## config.mk

```make
export PLATFORM = sky130hd
export DESIGN_NAME = drre_engine
export DESIGN_NICKNAME = d
export VERILOG_FILES = /design/src/pkg/drre_pkg.sv /design/src/logic/drre_mac.sv /design/src/logic/drre_engine.sv
export SDC_FILE = /design/constraint.sdc
export NUM_CORES = 2
export LEC_CHECK = 0
export ABC_AREA = 1
export BUFFER_PORTS_ARGS = -buffer_cell sky130_fd_sc_hd__buf_2
export CAP_MARGIN = 10
export CORE_MARGIN = 4
export CORE_UTILIZATION = 55
export CTS_BUF_LIST = sky130_fd_sc_hd__clkbuf_4 sky130_fd_sc_hd__clkbuf_8 sky130_fd_sc_hd__clkbuf_16
export CTS_CLUSTER_SIZE = 14
export DETAILED_ROUTE_END_ITERATION = 7
export HOLD_SLACK_MARGIN = 0.06
export PLACE_DENSITY = 0.72
export SYNTH_ARGS = -nofsm -noshare
export SYNTH_HDL_FRONTEND = slang
export SYNTH_SLANG_ARGS = --single-unit
```

## constraint.sdc

```tcl
create_clock -name clk -period 15.5 [get_ports clk]
set_clock_uncertainty 0.15 [all_clocks]
set_input_delay 1.55 -clock clk [delete_from_list [all_inputs] [get_ports clk]]
set_output_delay 1.55 -clock clk [all_outputs]
set_load 0.02 [all_outputs]
```

## src/pkg/drre_pkg.sv

```systemverilog
// Purpose: shared constants and types of the receive result engine.
// Assumes: 20 MHz clock; byte-wide register port at printed offsets.
// Notes:   command codes and field spots of control bytes are local.
`default_nettype none
package drre_pkg;
  // clock and converter timing
  localparam int unsigned CLK_HZ     = 20000000;
  localparam int unsigned SAMPLE_HZ  = 250000;
  localparam int unsigned SAMPLE_DIV = (CLK_HZ + SAMPLE_HZ - 1) / SAMPLE_HZ;
  localparam int          DIV_W      = 7;
  localparam logic [DIV_W-1:0] DIV_LAST  = DIV_W'(SAMPLE_DIV - 1);
  localparam logic [DIV_W-1:0] DIV_FIRST = 7'h00;

  // data path widths
  localparam int ADC_W     = 12;
  localparam int VEC_W     = 16;
  localparam int RES_W     = 16;
  localparam int N_SAMPLES = 1024;
  localparam int IDX_W     = 10;
  localparam int ACC_W     = ADC_W + VEC_W + IDX_W;
  localparam int ACC_SHIFT = 12;
  localparam logic [IDX_W-1:0] IDX_FIRST = 10'h000;
  localparam logic [IDX_W-1:0] IDX_LAST  = IDX_W'(N_SAMPLES - 1);
  localparam logic signed [ACC_W-1:0] RES_MAX = ACC_W'(32767);
  localparam logic signed [ACC_W-1:0] RES_MIN = ACC_W'(-32768);
  localparam logic signed [ACC_W-1:0] ACC_ZERO = ACC_W'(0);

  // register byte addresses
  localparam logic [7:0] ADDR_CTRL_HI   = 8'h80;
  localparam logic [7:0] ADDR_CTRL_LO   = 8'h81;
  localparam logic [7:0] ADDR_SETTLE_HI = 8'h8a;
  localparam logic [7:0] ADDR_SETTLE_LO = 8'h8b;
  localparam logic [7:0] ADDR_STATUS    = 8'h8f;
  localparam logic [7:0] ADDR_REAL_HI   = 8'h94;
  localparam logic [7:0] ADDR_REAL_LO   = 8'h95;
  localparam logic [7:0] ADDR_IMAG_HI   = 8'h96;
  localparam logic [7:0] ADDR_IMAG_LO   = 8'h97;

  // field positions
  localparam int CMD_LSB                 = 4;
  localparam int CMD_W                   = 4;
  localparam int RECEIVE_GAIN_SELECT_BIT = 0;
  localparam int POINT_DONE_FLAG_BIT     = 2;
  localparam int SETTLE_W                = 9;

  // reset values
  localparam logic [7:0]          CTRL_HI_RST = 8'h00;
  localparam logic [7:0]          CTRL_LO_RST = 8'h00;
  localparam logic [7:0]          SETTLE_RST  = 8'h00;
  localparam logic [7:0]          BYTE_ZERO   = 8'h00;
  localparam logic [SETTLE_W-1:0] CNT_ZERO    = 9'h000;

  // commands in the upper nibble of the high control byte
  localparam logic [CMD_W-1:0] CMD_START   = 4'h1;
  localparam logic [CMD_W-1:0] CMD_REPEAT  = 4'h2;
  localparam logic [CMD_W-1:0] CMD_STANDBY = 4'h3;

  typedef enum logic [1:0] {
    ST_IDLE   = 2'b00,
    ST_SETTLE = 2'b01,
    ST_SAMPLE = 2'b10,
    ST_DONE   = 2'b11
  } drre_state_t;

  // one complex point result
  typedef struct packed {
    logic signed [RES_W-1:0] re;
    logic signed [RES_W-1:0] im;
  } drre_result_t;

  // test vector pair from the frequency synthesizer
  typedef struct packed {
    logic signed [VEC_W-1:0] cos_v;
    logic signed [VEC_W-1:0] sin_v;
  } drre_vec_t;
endpackage
`default_nettype wire

```

## src/logic/drre_mac.sv

```systemverilog
// Purpose: one signed multiply-accumulate lane of the transform.
// Assumes: clr with en loads the first product in place of the sum.
// Notes:   neg subtracts the product, used by the imaginary lane.
`default_nettype none
module drre_mac (
  input  wire logic                                clk,       // clock
  input  wire logic                                reset,     // async
  input  wire logic                                en,        // take
  input  wire logic                                clr,       // restart
  input  wire logic                                neg,       // subtract
  input  wire logic signed [drre_pkg::ADC_W-1:0]   sample_in, // word
  input  wire logic signed [drre_pkg::VEC_W-1:0]   vec_in,    // vector
  output logic signed [drre_pkg::ACC_W-1:0]        acc        // sum
);
  localparam int PW = drre_pkg::ADC_W + drre_pkg::VEC_W;

  logic signed [PW-1:0]                prod;
  logic signed [drre_pkg::ACC_W-1:0]   term;
  logic signed [drre_pkg::ACC_W-1:0]   base;
  logic signed [drre_pkg::ACC_W-1:0]   acc_ff;
  logic signed [drre_pkg::ACC_W-1:0]   nxt_acc;

  // product, sign extended, optionally negated
  assign prod    = sample_in * vec_in;
  assign term    = neg ? -drre_pkg::ACC_W'(prod) : drre_pkg::ACC_W'(prod);
  assign base    = clr ? drre_pkg::ACC_ZERO : acc_ff;
  assign nxt_acc = en ? base + term : acc_ff;
  assign acc     = acc_ff;

  // accumulator
  always_ff @(posedge clk or posedge reset) begin
    if (reset) begin
      acc_ff <= drre_pkg::ACC_ZERO;
    end else begin
      acc_ff <= nxt_acc;
    end
  end
endmodule
`default_nettype wire

```

## src/logic/drre_engine.sv

```systemverilog
// Purpose: receive result engine: settling wait, paced sampling,
//          single-bin transform and result byte registers.
// Assumes: converter words and test vectors are synchronous to clk;
//          test_vec holds the vectors for index vec_index.
// Notes:   results land two cycles after the last sample is taken.
// Operation
// - Control gain bit selects a receive gain of five or one.
// - Each 12-bit 250 kSPS converter word feeds the accumulators directly.
// - Per point sum sample times cosine, and minus sample times sine.
// - Accumulate exactly 1024 samples before a point result completes.
// - Result leaves as separate 16-bit real and imaginary values.
// - Both stored components are signed two's complement numbers.
// - Real component reads at byte addresses 0x94 and 0x95.
// - Imaginary component reads at byte addresses 0x96 and 0x97.
// - Status flag rises when the point measurement completes.
// - Sampling starts only after programmed settling output cycles pass.
`default_nettype none
module drre_engine (
  input  wire logic                              clk,         // 20 MHz
  input  wire logic                              reset,       // async
  input  wire logic [7:0]                        reg_addr,    // byte addr
  input  wire logic                              reg_wr,      // write
  input  wire logic [7:0]                        reg_wdata,   // write byte
  input  wire logic                              reg_rd,      // read
  output logic [7:0]                             reg_rdata,   // read byte
  output logic                                   conv_start,  // pulse
  input  wire logic                              adc_valid,   // word ok
  input  wire logic signed [drre_pkg::ADC_W-1:0] adc_data,    // word
  input  wire drre_pkg::drre_vec_t               test_vec,    // cos, sin
  output logic [drre_pkg::IDX_W-1:0]             vec_index,   // index n
  input  wire logic                              synth_cycle, // per cycle
  output logic                                   rx_gain_x5,  // gain five
  output logic                                   point_done   // status
);

  // register port decode
  logic wr_ctrl_hi;
  logic wr_ctrl_lo;
  logic wr_settle_hi;
  logic wr_settle_lo;

  assign wr_ctrl_hi   = reg_wr && (reg_addr == drre_pkg::ADDR_CTRL_HI);
  assign wr_ctrl_lo   = reg_wr && (reg_addr == drre_pkg::ADDR_CTRL_LO);
  assign wr_settle_hi = reg_wr && (reg_addr == drre_pkg::ADDR_SETTLE_HI);
  assign wr_settle_lo = reg_wr && (reg_addr == drre_pkg::ADDR_SETTLE_LO);

  // command decode from the high control byte
  logic [drre_pkg::CMD_W-1:0] wr_cmd;
  logic                       cmd_go;
  logic                       cmd_standby;

  assign wr_cmd      = reg_wdata[drre_pkg::CMD_LSB +: drre_pkg::CMD_W];
  assign cmd_go      = wr_ctrl_hi && ((wr_cmd == drre_pkg::CMD_START) ||
                                      (wr_cmd == drre_pkg::CMD_REPEAT));
  assign cmd_standby = wr_ctrl_hi && (wr_cmd == drre_pkg::CMD_STANDBY);

  // control and settling registers
  logic [7:0]                    ctrl_hi_ff;
  logic [7:0]                    ctrl_lo_ff;
  logic                          settle_msb_ff;
  logic [7:0]                    settle_lo_ff;
  logic [7:0]                    nxt_ctrl_hi;
  logic [7:0]                    nxt_ctrl_lo;
  logic                          nxt_settle_msb;
  logic [7:0]                    nxt_settle_lo;
  logic [drre_pkg::SETTLE_W-1:0] settle_val;

  assign nxt_ctrl_hi    = wr_ctrl_hi ? reg_wdata : ctrl_hi_ff;
  assign nxt_ctrl_lo    = wr_ctrl_lo ? reg_wdata : ctrl_lo_ff;
  assign nxt_settle_msb = wr_settle_hi ? reg_wdata[0] : settle_msb_ff;
  assign nxt_settle_lo  = wr_settle_lo ? reg_wdata : settle_lo_ff;
  assign settle_val     = {settle_msb_ff, settle_lo_ff};

  always_ff @(posedge clk or posedge reset) begin
    if (reset) begin
      ctrl_hi_ff    <= drre_pkg::CTRL_HI_RST;
      ctrl_lo_ff    <= drre_pkg::CTRL_LO_RST;
      settle_msb_ff <= 1'b0;
      settle_lo_ff  <= drre_pkg::SETTLE_RST;
    end else begin
      ctrl_hi_ff    <= nxt_ctrl_hi;
      ctrl_lo_ff    <= nxt_ctrl_lo;
      settle_msb_ff <= nxt_settle_msb;
      settle_lo_ff  <= nxt_settle_lo;
    end
  end

  // gain bit set means unity gain, clear means gain of five
  assign rx_gain_x5 =
    ~ctrl_hi_ff[drre_pkg::RECEIVE_GAIN_SELECT_BIT];

  // measurement sequencer
  drre_pkg::drre_state_t state_ff;
  drre_pkg::drre_state_t nxt_state;
  logic                  in_settle;
  logic                  in_sample;
  logic                  settle_met;
  logic                  take;
  logic                  take_last;

  logic [drre_pkg::SETTLE_W-1:0] settle_cnt_ff;
  logic [drre_pkg::SETTLE_W-1:0] nxt_settle_cnt;
  logic [drre_pkg::IDX_W-1:0]    idx_ff;
  logic [drre_pkg::IDX_W-1:0]    nxt_idx;
  logic [drre_pkg::DIV_W-1:0]    div_ff;
  logic [drre_pkg::DIV_W-1:0]    nxt_div;
  logic                          last_ff;

  assign in_settle  = (state_ff == drre_pkg::ST_SETTLE);
  assign in_sample  = (state_ff == drre_pkg::ST_SAMPLE);
  assign settle_met = (settle_cnt_ff >= settle_val);
  assign take       = in_sample && adc_valid;
  assign take_last  = take && (idx_ff == drre_pkg::IDX_LAST);

  // next state; a command overrides the running sequence
  always_comb begin
    nxt_state = state_ff;
    case (state_ff)
      drre_pkg::ST_IDLE: begin
        nxt_state = drre_pkg::ST_IDLE;
      end
      drre_pkg::ST_SETTLE: begin
        if (settle_met) begin
          nxt_state = drre_pkg::ST_SAMPLE;
        end
      end
      drre_pkg::ST_SAMPLE: begin
        if (take_last) begin
          nxt_state = drre_pkg::ST_DONE;
        end
      end
      drre_pkg::ST_DONE: begin
        nxt_state = drre_pkg::ST_DONE;
      end
      default: begin
        nxt_state = drre_pkg::ST_IDLE;
      end
    endcase
    if (cmd_standby) begin
      nxt_state = drre_pkg::ST_IDLE;
    end else if (cmd_go) begin
      nxt_state = drre_pkg::ST_SETTLE;
    end
  end

  // settling counter counts synthesizer output cycles
  always_comb begin
    nxt_settle_cnt = settle_cnt_ff;
    if (cmd_go || cmd_standby) begin
      nxt_settle_cnt = drre_pkg::CNT_ZERO;
    end else if (in_settle && synth_cycle && !settle_met) begin
      nxt_settle_cnt = settle_cnt_ff + 1'b1;
    end
  end

  // sample index, wraps to zero after the last sample
  always_comb begin
    nxt_idx = idx_ff;
    if (cmd_go || cmd_standby) begin
      nxt_idx = drre_pkg::IDX_FIRST;
    end else if (take) begin
      nxt_idx = idx_ff + 1'b1;
    end
  end

  // 250 kSPS conversion pacing, runs only while sampling
  assign nxt_div = !in_sample ? drre_pkg::DIV_FIRST :
                   (div_ff == drre_pkg::DIV_LAST) ? drre_pkg::DIV_FIRST :
                   div_ff + 1'b1;
  assign conv_start = in_sample && (div_ff == drre_pkg::DIV_FIRST) &&
                      !cmd_go && !cmd_standby;
  assign vec_index  = idx_ff;

  always_ff @(posedge clk or posedge reset) begin
    if (reset) begin
      state_ff      <= drre_pkg::ST_IDLE;
      settle_cnt_ff <= drre_pkg::CNT_ZERO;
      idx_ff        <= drre_pkg::IDX_FIRST;
      div_ff        <= drre_pkg::DIV_FIRST;
      last_ff       <= 1'b0;
    end else begin
      state_ff      <= nxt_state;
      settle_cnt_ff <= nxt_settle_cnt;
      idx_ff        <= nxt_idx;
      div_ff        <= nxt_div;
      last_ff       <= take_last;
    end
  end

  // transform lanes: real adds x*cos, imaginary subtracts x*sin
  logic signed [drre_pkg::ACC_W-1:0] acc_re;
  logic signed [drre_pkg::ACC_W-1:0] acc_im;
  logic                              first_take;

  assign first_take = (idx_ff == drre_pkg::IDX_FIRST);

  drre_mac u_mac_re (
    .clk       (clk),
    .reset     (reset),
    .en        (take),
    .clr       (first_take),
    .neg       (1'b0),
    .sample_in (adc_data),
    .vec_in    (test_vec.cos_v),
    .acc       (acc_re)
  );

  drre_mac u_mac_im (
    .clk       (clk),
    .reset     (reset),
    .en        (take),
    .clr       (first_take),
    .neg       (1'b1),
    .sample_in (adc_data),
    .vec_in    (test_vec.sin_v),
    .acc       (acc_im)
  );

  // scale a full sum to a saturated signed 16-bit result
  function automatic logic signed [drre_pkg::RES_W-1:0] to_res(
    input logic signed [drre_pkg::ACC_W-1:0] a
  );
    logic signed [drre_pkg::ACC_W-1:0] s;
    s = a >>> drre_pkg::ACC_SHIFT;
    if (s > drre_pkg::RES_MAX) begin
      s = drre_pkg::RES_MAX;
    end else if (s < drre_pkg::RES_MIN) begin
      s = drre_pkg::RES_MIN;
    end
    return s[drre_pkg::RES_W-1:0];
  endfunction

  // both components captured in the same cycle
  drre_pkg::drre_result_t res_ff;
  drre_pkg::drre_result_t nxt_res;

  always_comb begin
    nxt_res = res_ff;
    if (last_ff) begin
      nxt_res.re = to_res(acc_re);
      nxt_res.im = to_res(acc_im);
    end
  end

  // completion flag: set wins over a clearing command
  logic point_done_ff;
  logic nxt_point_done;

  assign nxt_point_done = last_ff ||
                          (point_done_ff && !cmd_go && !cmd_standby);
  assign point_done     = point_done_ff;

  always_ff @(posedge clk or posedge reset) begin
    if (reset) begin
      res_ff        <= '0;
      point_done_ff <= 1'b0;
    end else begin
      res_ff        <= nxt_res;
      point_done_ff <= nxt_point_done;
    end
  end

  // read data select
  logic [7:0] rd_byte;
  logic [7:0] status_byte;

  assign status_byte =
    8'(point_done_ff) << drre_pkg::POINT_DONE_FLAG_BIT;

  always_comb begin
    if (reg_addr == drre_pkg::ADDR_CTRL_HI) begin
      rd_byte = ctrl_hi_ff;
    end else if (reg_addr == drre_pkg::ADDR_CTRL_LO) begin
      rd_byte = ctrl_lo_ff;
    end else if (reg_addr == drre_pkg::ADDR_SETTLE_HI) begin
      rd_byte = 8'(settle_msb_ff);
    end else if (reg_addr == drre_pkg::ADDR_SETTLE_LO) begin
      rd_byte = settle_lo_ff;
    end else if (reg_addr == drre_pkg::ADDR_STATUS) begin
      rd_byte = status_byte;
    end else if (reg_addr == drre_pkg::ADDR_REAL_HI) begin
      rd_byte = res_ff.re[15:8];
    end else if (reg_addr == drre_pkg::ADDR_REAL_LO) begin
      rd_byte = res_ff.re[7:0];
    end else if (reg_addr == drre_pkg::ADDR_IMAG_HI) begin
      rd_byte = res_ff.im[15:8];
    end else if (reg_addr == drre_pkg::ADDR_IMAG_LO) begin
      rd_byte = res_ff.im[7:0];
    end else begin
      rd_byte = drre_pkg::BYTE_ZERO;
    end
  end

  // read byte held until the next read strobe
  logic [7:0] reg_rdata_ff;
  logic [7:0] nxt_reg_rdata;

  assign nxt_reg_rdata = reg_rd ? rd_byte : reg_rdata_ff;
  assign reg_rdata     = reg_rdata_ff;

  always_ff @(posedge clk or posedge reset) begin
    if (reset) begin
      reg_rdata_ff <= drre_pkg::BYTE_ZERO;
    end else begin
      reg_rdata_ff <= nxt_reg_rdata;
    end
  end

endmodule
`default_nettype wire

```

==> metrics.cfg <==
[detailed_routing]
ant_nets=0
post_drt_wl_per_cell_um=16.55
vias_per_cell=5.293
dr.pass1.iters=6
vias=21850
drc=0
initialDrtViolationCount=1470
wl_um=68300

[clocking]
hold_buffers=0
cts_tree=built
clock_latency_ns=0.45
clock-root-buffer=clkbuf_16
cts.sinks=171
ctsHtreeMaxLevel=4
post_cts.repair.setup_buffers=0
post_cts_resized=0
clkSlewWorstSetupHoldPaths_ns=0.08
cts-buffers-inserted=17
clock_path_buffers=2

[placement]
place_hpwl_um=55260
gp_congestion=0.9874
io_buffers=86

[synth]
synth_fp_nets=4159
ys_seq_area_share_pct=15.78
netlist_area_um2=27120
avgSynthCellArea_um2=7.887
async_flop_share_pct=100.0
synth_cell_types=55
yosysWarnings=0
syn-instance-count=3439
synth_ff_type=dfrtp_1
ys_seq_elements=171
synth_edf_count=0

[critical_path]
cp-end-kind=register
rr_endpoint=u_mac_re.acc[33]
cp.arrival_ns=8.12
critPathLaunchType=input port
r2r_start=vec_index[0]
setup.worst_path.class=in -> reg
critPathMaxFanout=32
required_ns=15.66
r2r_setup_slack_ns=8.66
rr_worst_depth=27

[cells_and_area]
synthToLayoutAreaGrowth_pct=5.734
fin_util_pct=58.71
layout.cells.most_common=inv_1
final_cell_mix=inv_1 (815), nand2_1 (790), fa_1 (463)
drive_gt1_share_pct=5.055
layout.nets=4169

[sta]
hold_violations=0
finalSetupViolations=0
fin_crit_ns=7.969
min_period_over_period_pct=51.41
rsz0062_at_grt=no
slew_headroom_pct=24.89
tightest_slew_ns=1.125
finalSetupTns_ns=0
slew_violations=0
fmax_mhz=125.5

[global_routing]
grt_use_total_pct=26.49
first_global_vias=22740
antenna_found_initial=4
grt_pass1_wl_um=114100
grt_max_degree=77
overflow=0

[die]
die_h_um=230.1
core_um2=48850
fp.dieW_um=230.1
row_count=81
ios=87
initial_core_util_pct=55.52
die_area_um2=52930

[hold_path]
worstHoldStart=reg_rdata[7]
whs_endpoint=reg_rdata[7]
hold_path.class=reg -> reg
hold_depth=2

[status]
outcome=complete, no violations

[run]
cap_violations=0

layer usage:
layer / share of wire (%) / track usage, % / vias to the layer above
li1: - / - / 10340
met1: 42 / 34.69 / 10790
met2: 50 / 46.16 / 579
met3: 4.7 / 3.196 / 135
met4: 2.9 / 8.639 / 4
met5: 0.040 / 0 / -
flip-flops by register name (all words and copies together) (netlist names):
signal / count
div_ff: 7
ctrl_hi_ff: 8
settle_cnt_ff: 9
u_mac_im.acc: 38
state_ff: 2
vec_index: 10
last_ff: 1
reg_rdata: 8
u_mac_re.acc: 38
ctrl_lo_ff: 8
settle_msb_ff: 1
point_done: 1
settle_lo_ff: 8
res_ff: 32
cells in the mapped netlist (all sizes together) (3+ instances only):
cell / number / area share, %
inv: 822 / 11
nor4: 14 / 0.32
nand2: 793 / 11
a21o: 3 / 0.083
nor3b: 3 / 0.083
o211ai: 7 / 0.19
o21ai: 197 / 3.6
buf: 9 / 0.21
nor2: 261 / 3.8
and3: 4 / 0.092
o22ai: 19 / 0.44
nor3: 26 / 0.50
a31oi: 11 / 0.25
nand4: 26 / 0.60
xor2: 25 / 0.81
nand3: 101 / 1.9
clkbuf: 99 / 1.4
o2111ai: 4 / 0.13
o31ai: 6 / 0.17
or2: 23 / 0.53
o21bai: 15 / 0.43
xnor2: 18 / 0.58
dfrtp: 171 / 16
fa: 463 / 34
ha: 191 / 8.8
a21oi: 100 / 1.9
nand3b: 10 / 0.28
a221oi: 3 / 0.097
a21boi: 4 / 0.11
how the worst max path moves through the flow:
| stage | startpoint | end | slack, ns |
|---|---|---|---|
| 2_1_floorplan | test_vec[15] | u_mac_im.acc[36] | 8.00 |
| 3_3_place_gp | adc_data[1] | u_mac_im.acc[33] | 7.18 |
| 3_5_place_dp | adc_data[1] | u_mac_im.acc[33] | 7.03 |
| 4_1_cts | adc_data[1] | u_mac_im.acc[33] | 7.55 |
| 5_1_grt | adc_data[1] | u_mac_im.acc[36] | 7.07 |
| 6_report | adc_data[1] | u_mac_im.acc[33] | 7.53 |
per-stage QoR:
step                      cell area, µm²  setup slack (ns)  hold WS (ns)  cells
after floorplan                    27120             8.003        0.2920   3439
after global placement             28050             7.184        0.3101   4093
after detailed placement           28050             7.033        0.3160   4093
after CTS                          28670             7.554        0.3366   4125
after global routing               28680             7.068        0.3550   4127
final                              28680             7.531        0.3342   4128
cell type report:
cell class              count  area (µm²)
fillers                  4541       20170
clock inverters            15       187.7
clock buffers              17       425.4
diodes                      2       5.005
inverters                 823        3099
repair buffers             99       528.0
well taps                 664       830.8
multi-input cells        2337       19320
flip-flops and latches    171        4279
critical path: stages:
cell and delay, ns:
buf_2 0.51, nand2_1 0.19, inv_1 0.16, fa_1 0.45, fa_1 0.79, inv_1 0.12
fa_1 0.59, inv_1 0.13, fa_1 0.59, inv_1 0.06, fa_1 0.79, fa_1 0.50
ha_1 0.38, a21o_1 0.20, a31oi_1 0.21, o21ai_0 0.12, a31oi_1 0.15, nand3_1 0.15
or2_2 0.30, nand3_1 0.06, o21ai_0 0.09
cells by family (layout without fill, tap and decap cells):
| kind of cell | after synthesis | after routing | share of synthesized area, % |
|---|---|---|---|
| AOI/OAI and AO/OA | 379 | 379 | 7.754 |
| DFF | 171 | 171 | 15.78 |
| buffers and inverters | 931 | 954 | 12.99 |
| other | 0 | 2 | 0 |
| xor gates and xnor gates | 43 | 43 | 1.389 |
| adders and majority gates | 654 | 654 | 42.98 |
| and+or+nand+nor | 1261 | 1261 | 19.11 |
Power is not shown: default switching activity piles up to over one toggle a cycle in this logic, so the estimate is an artifact.
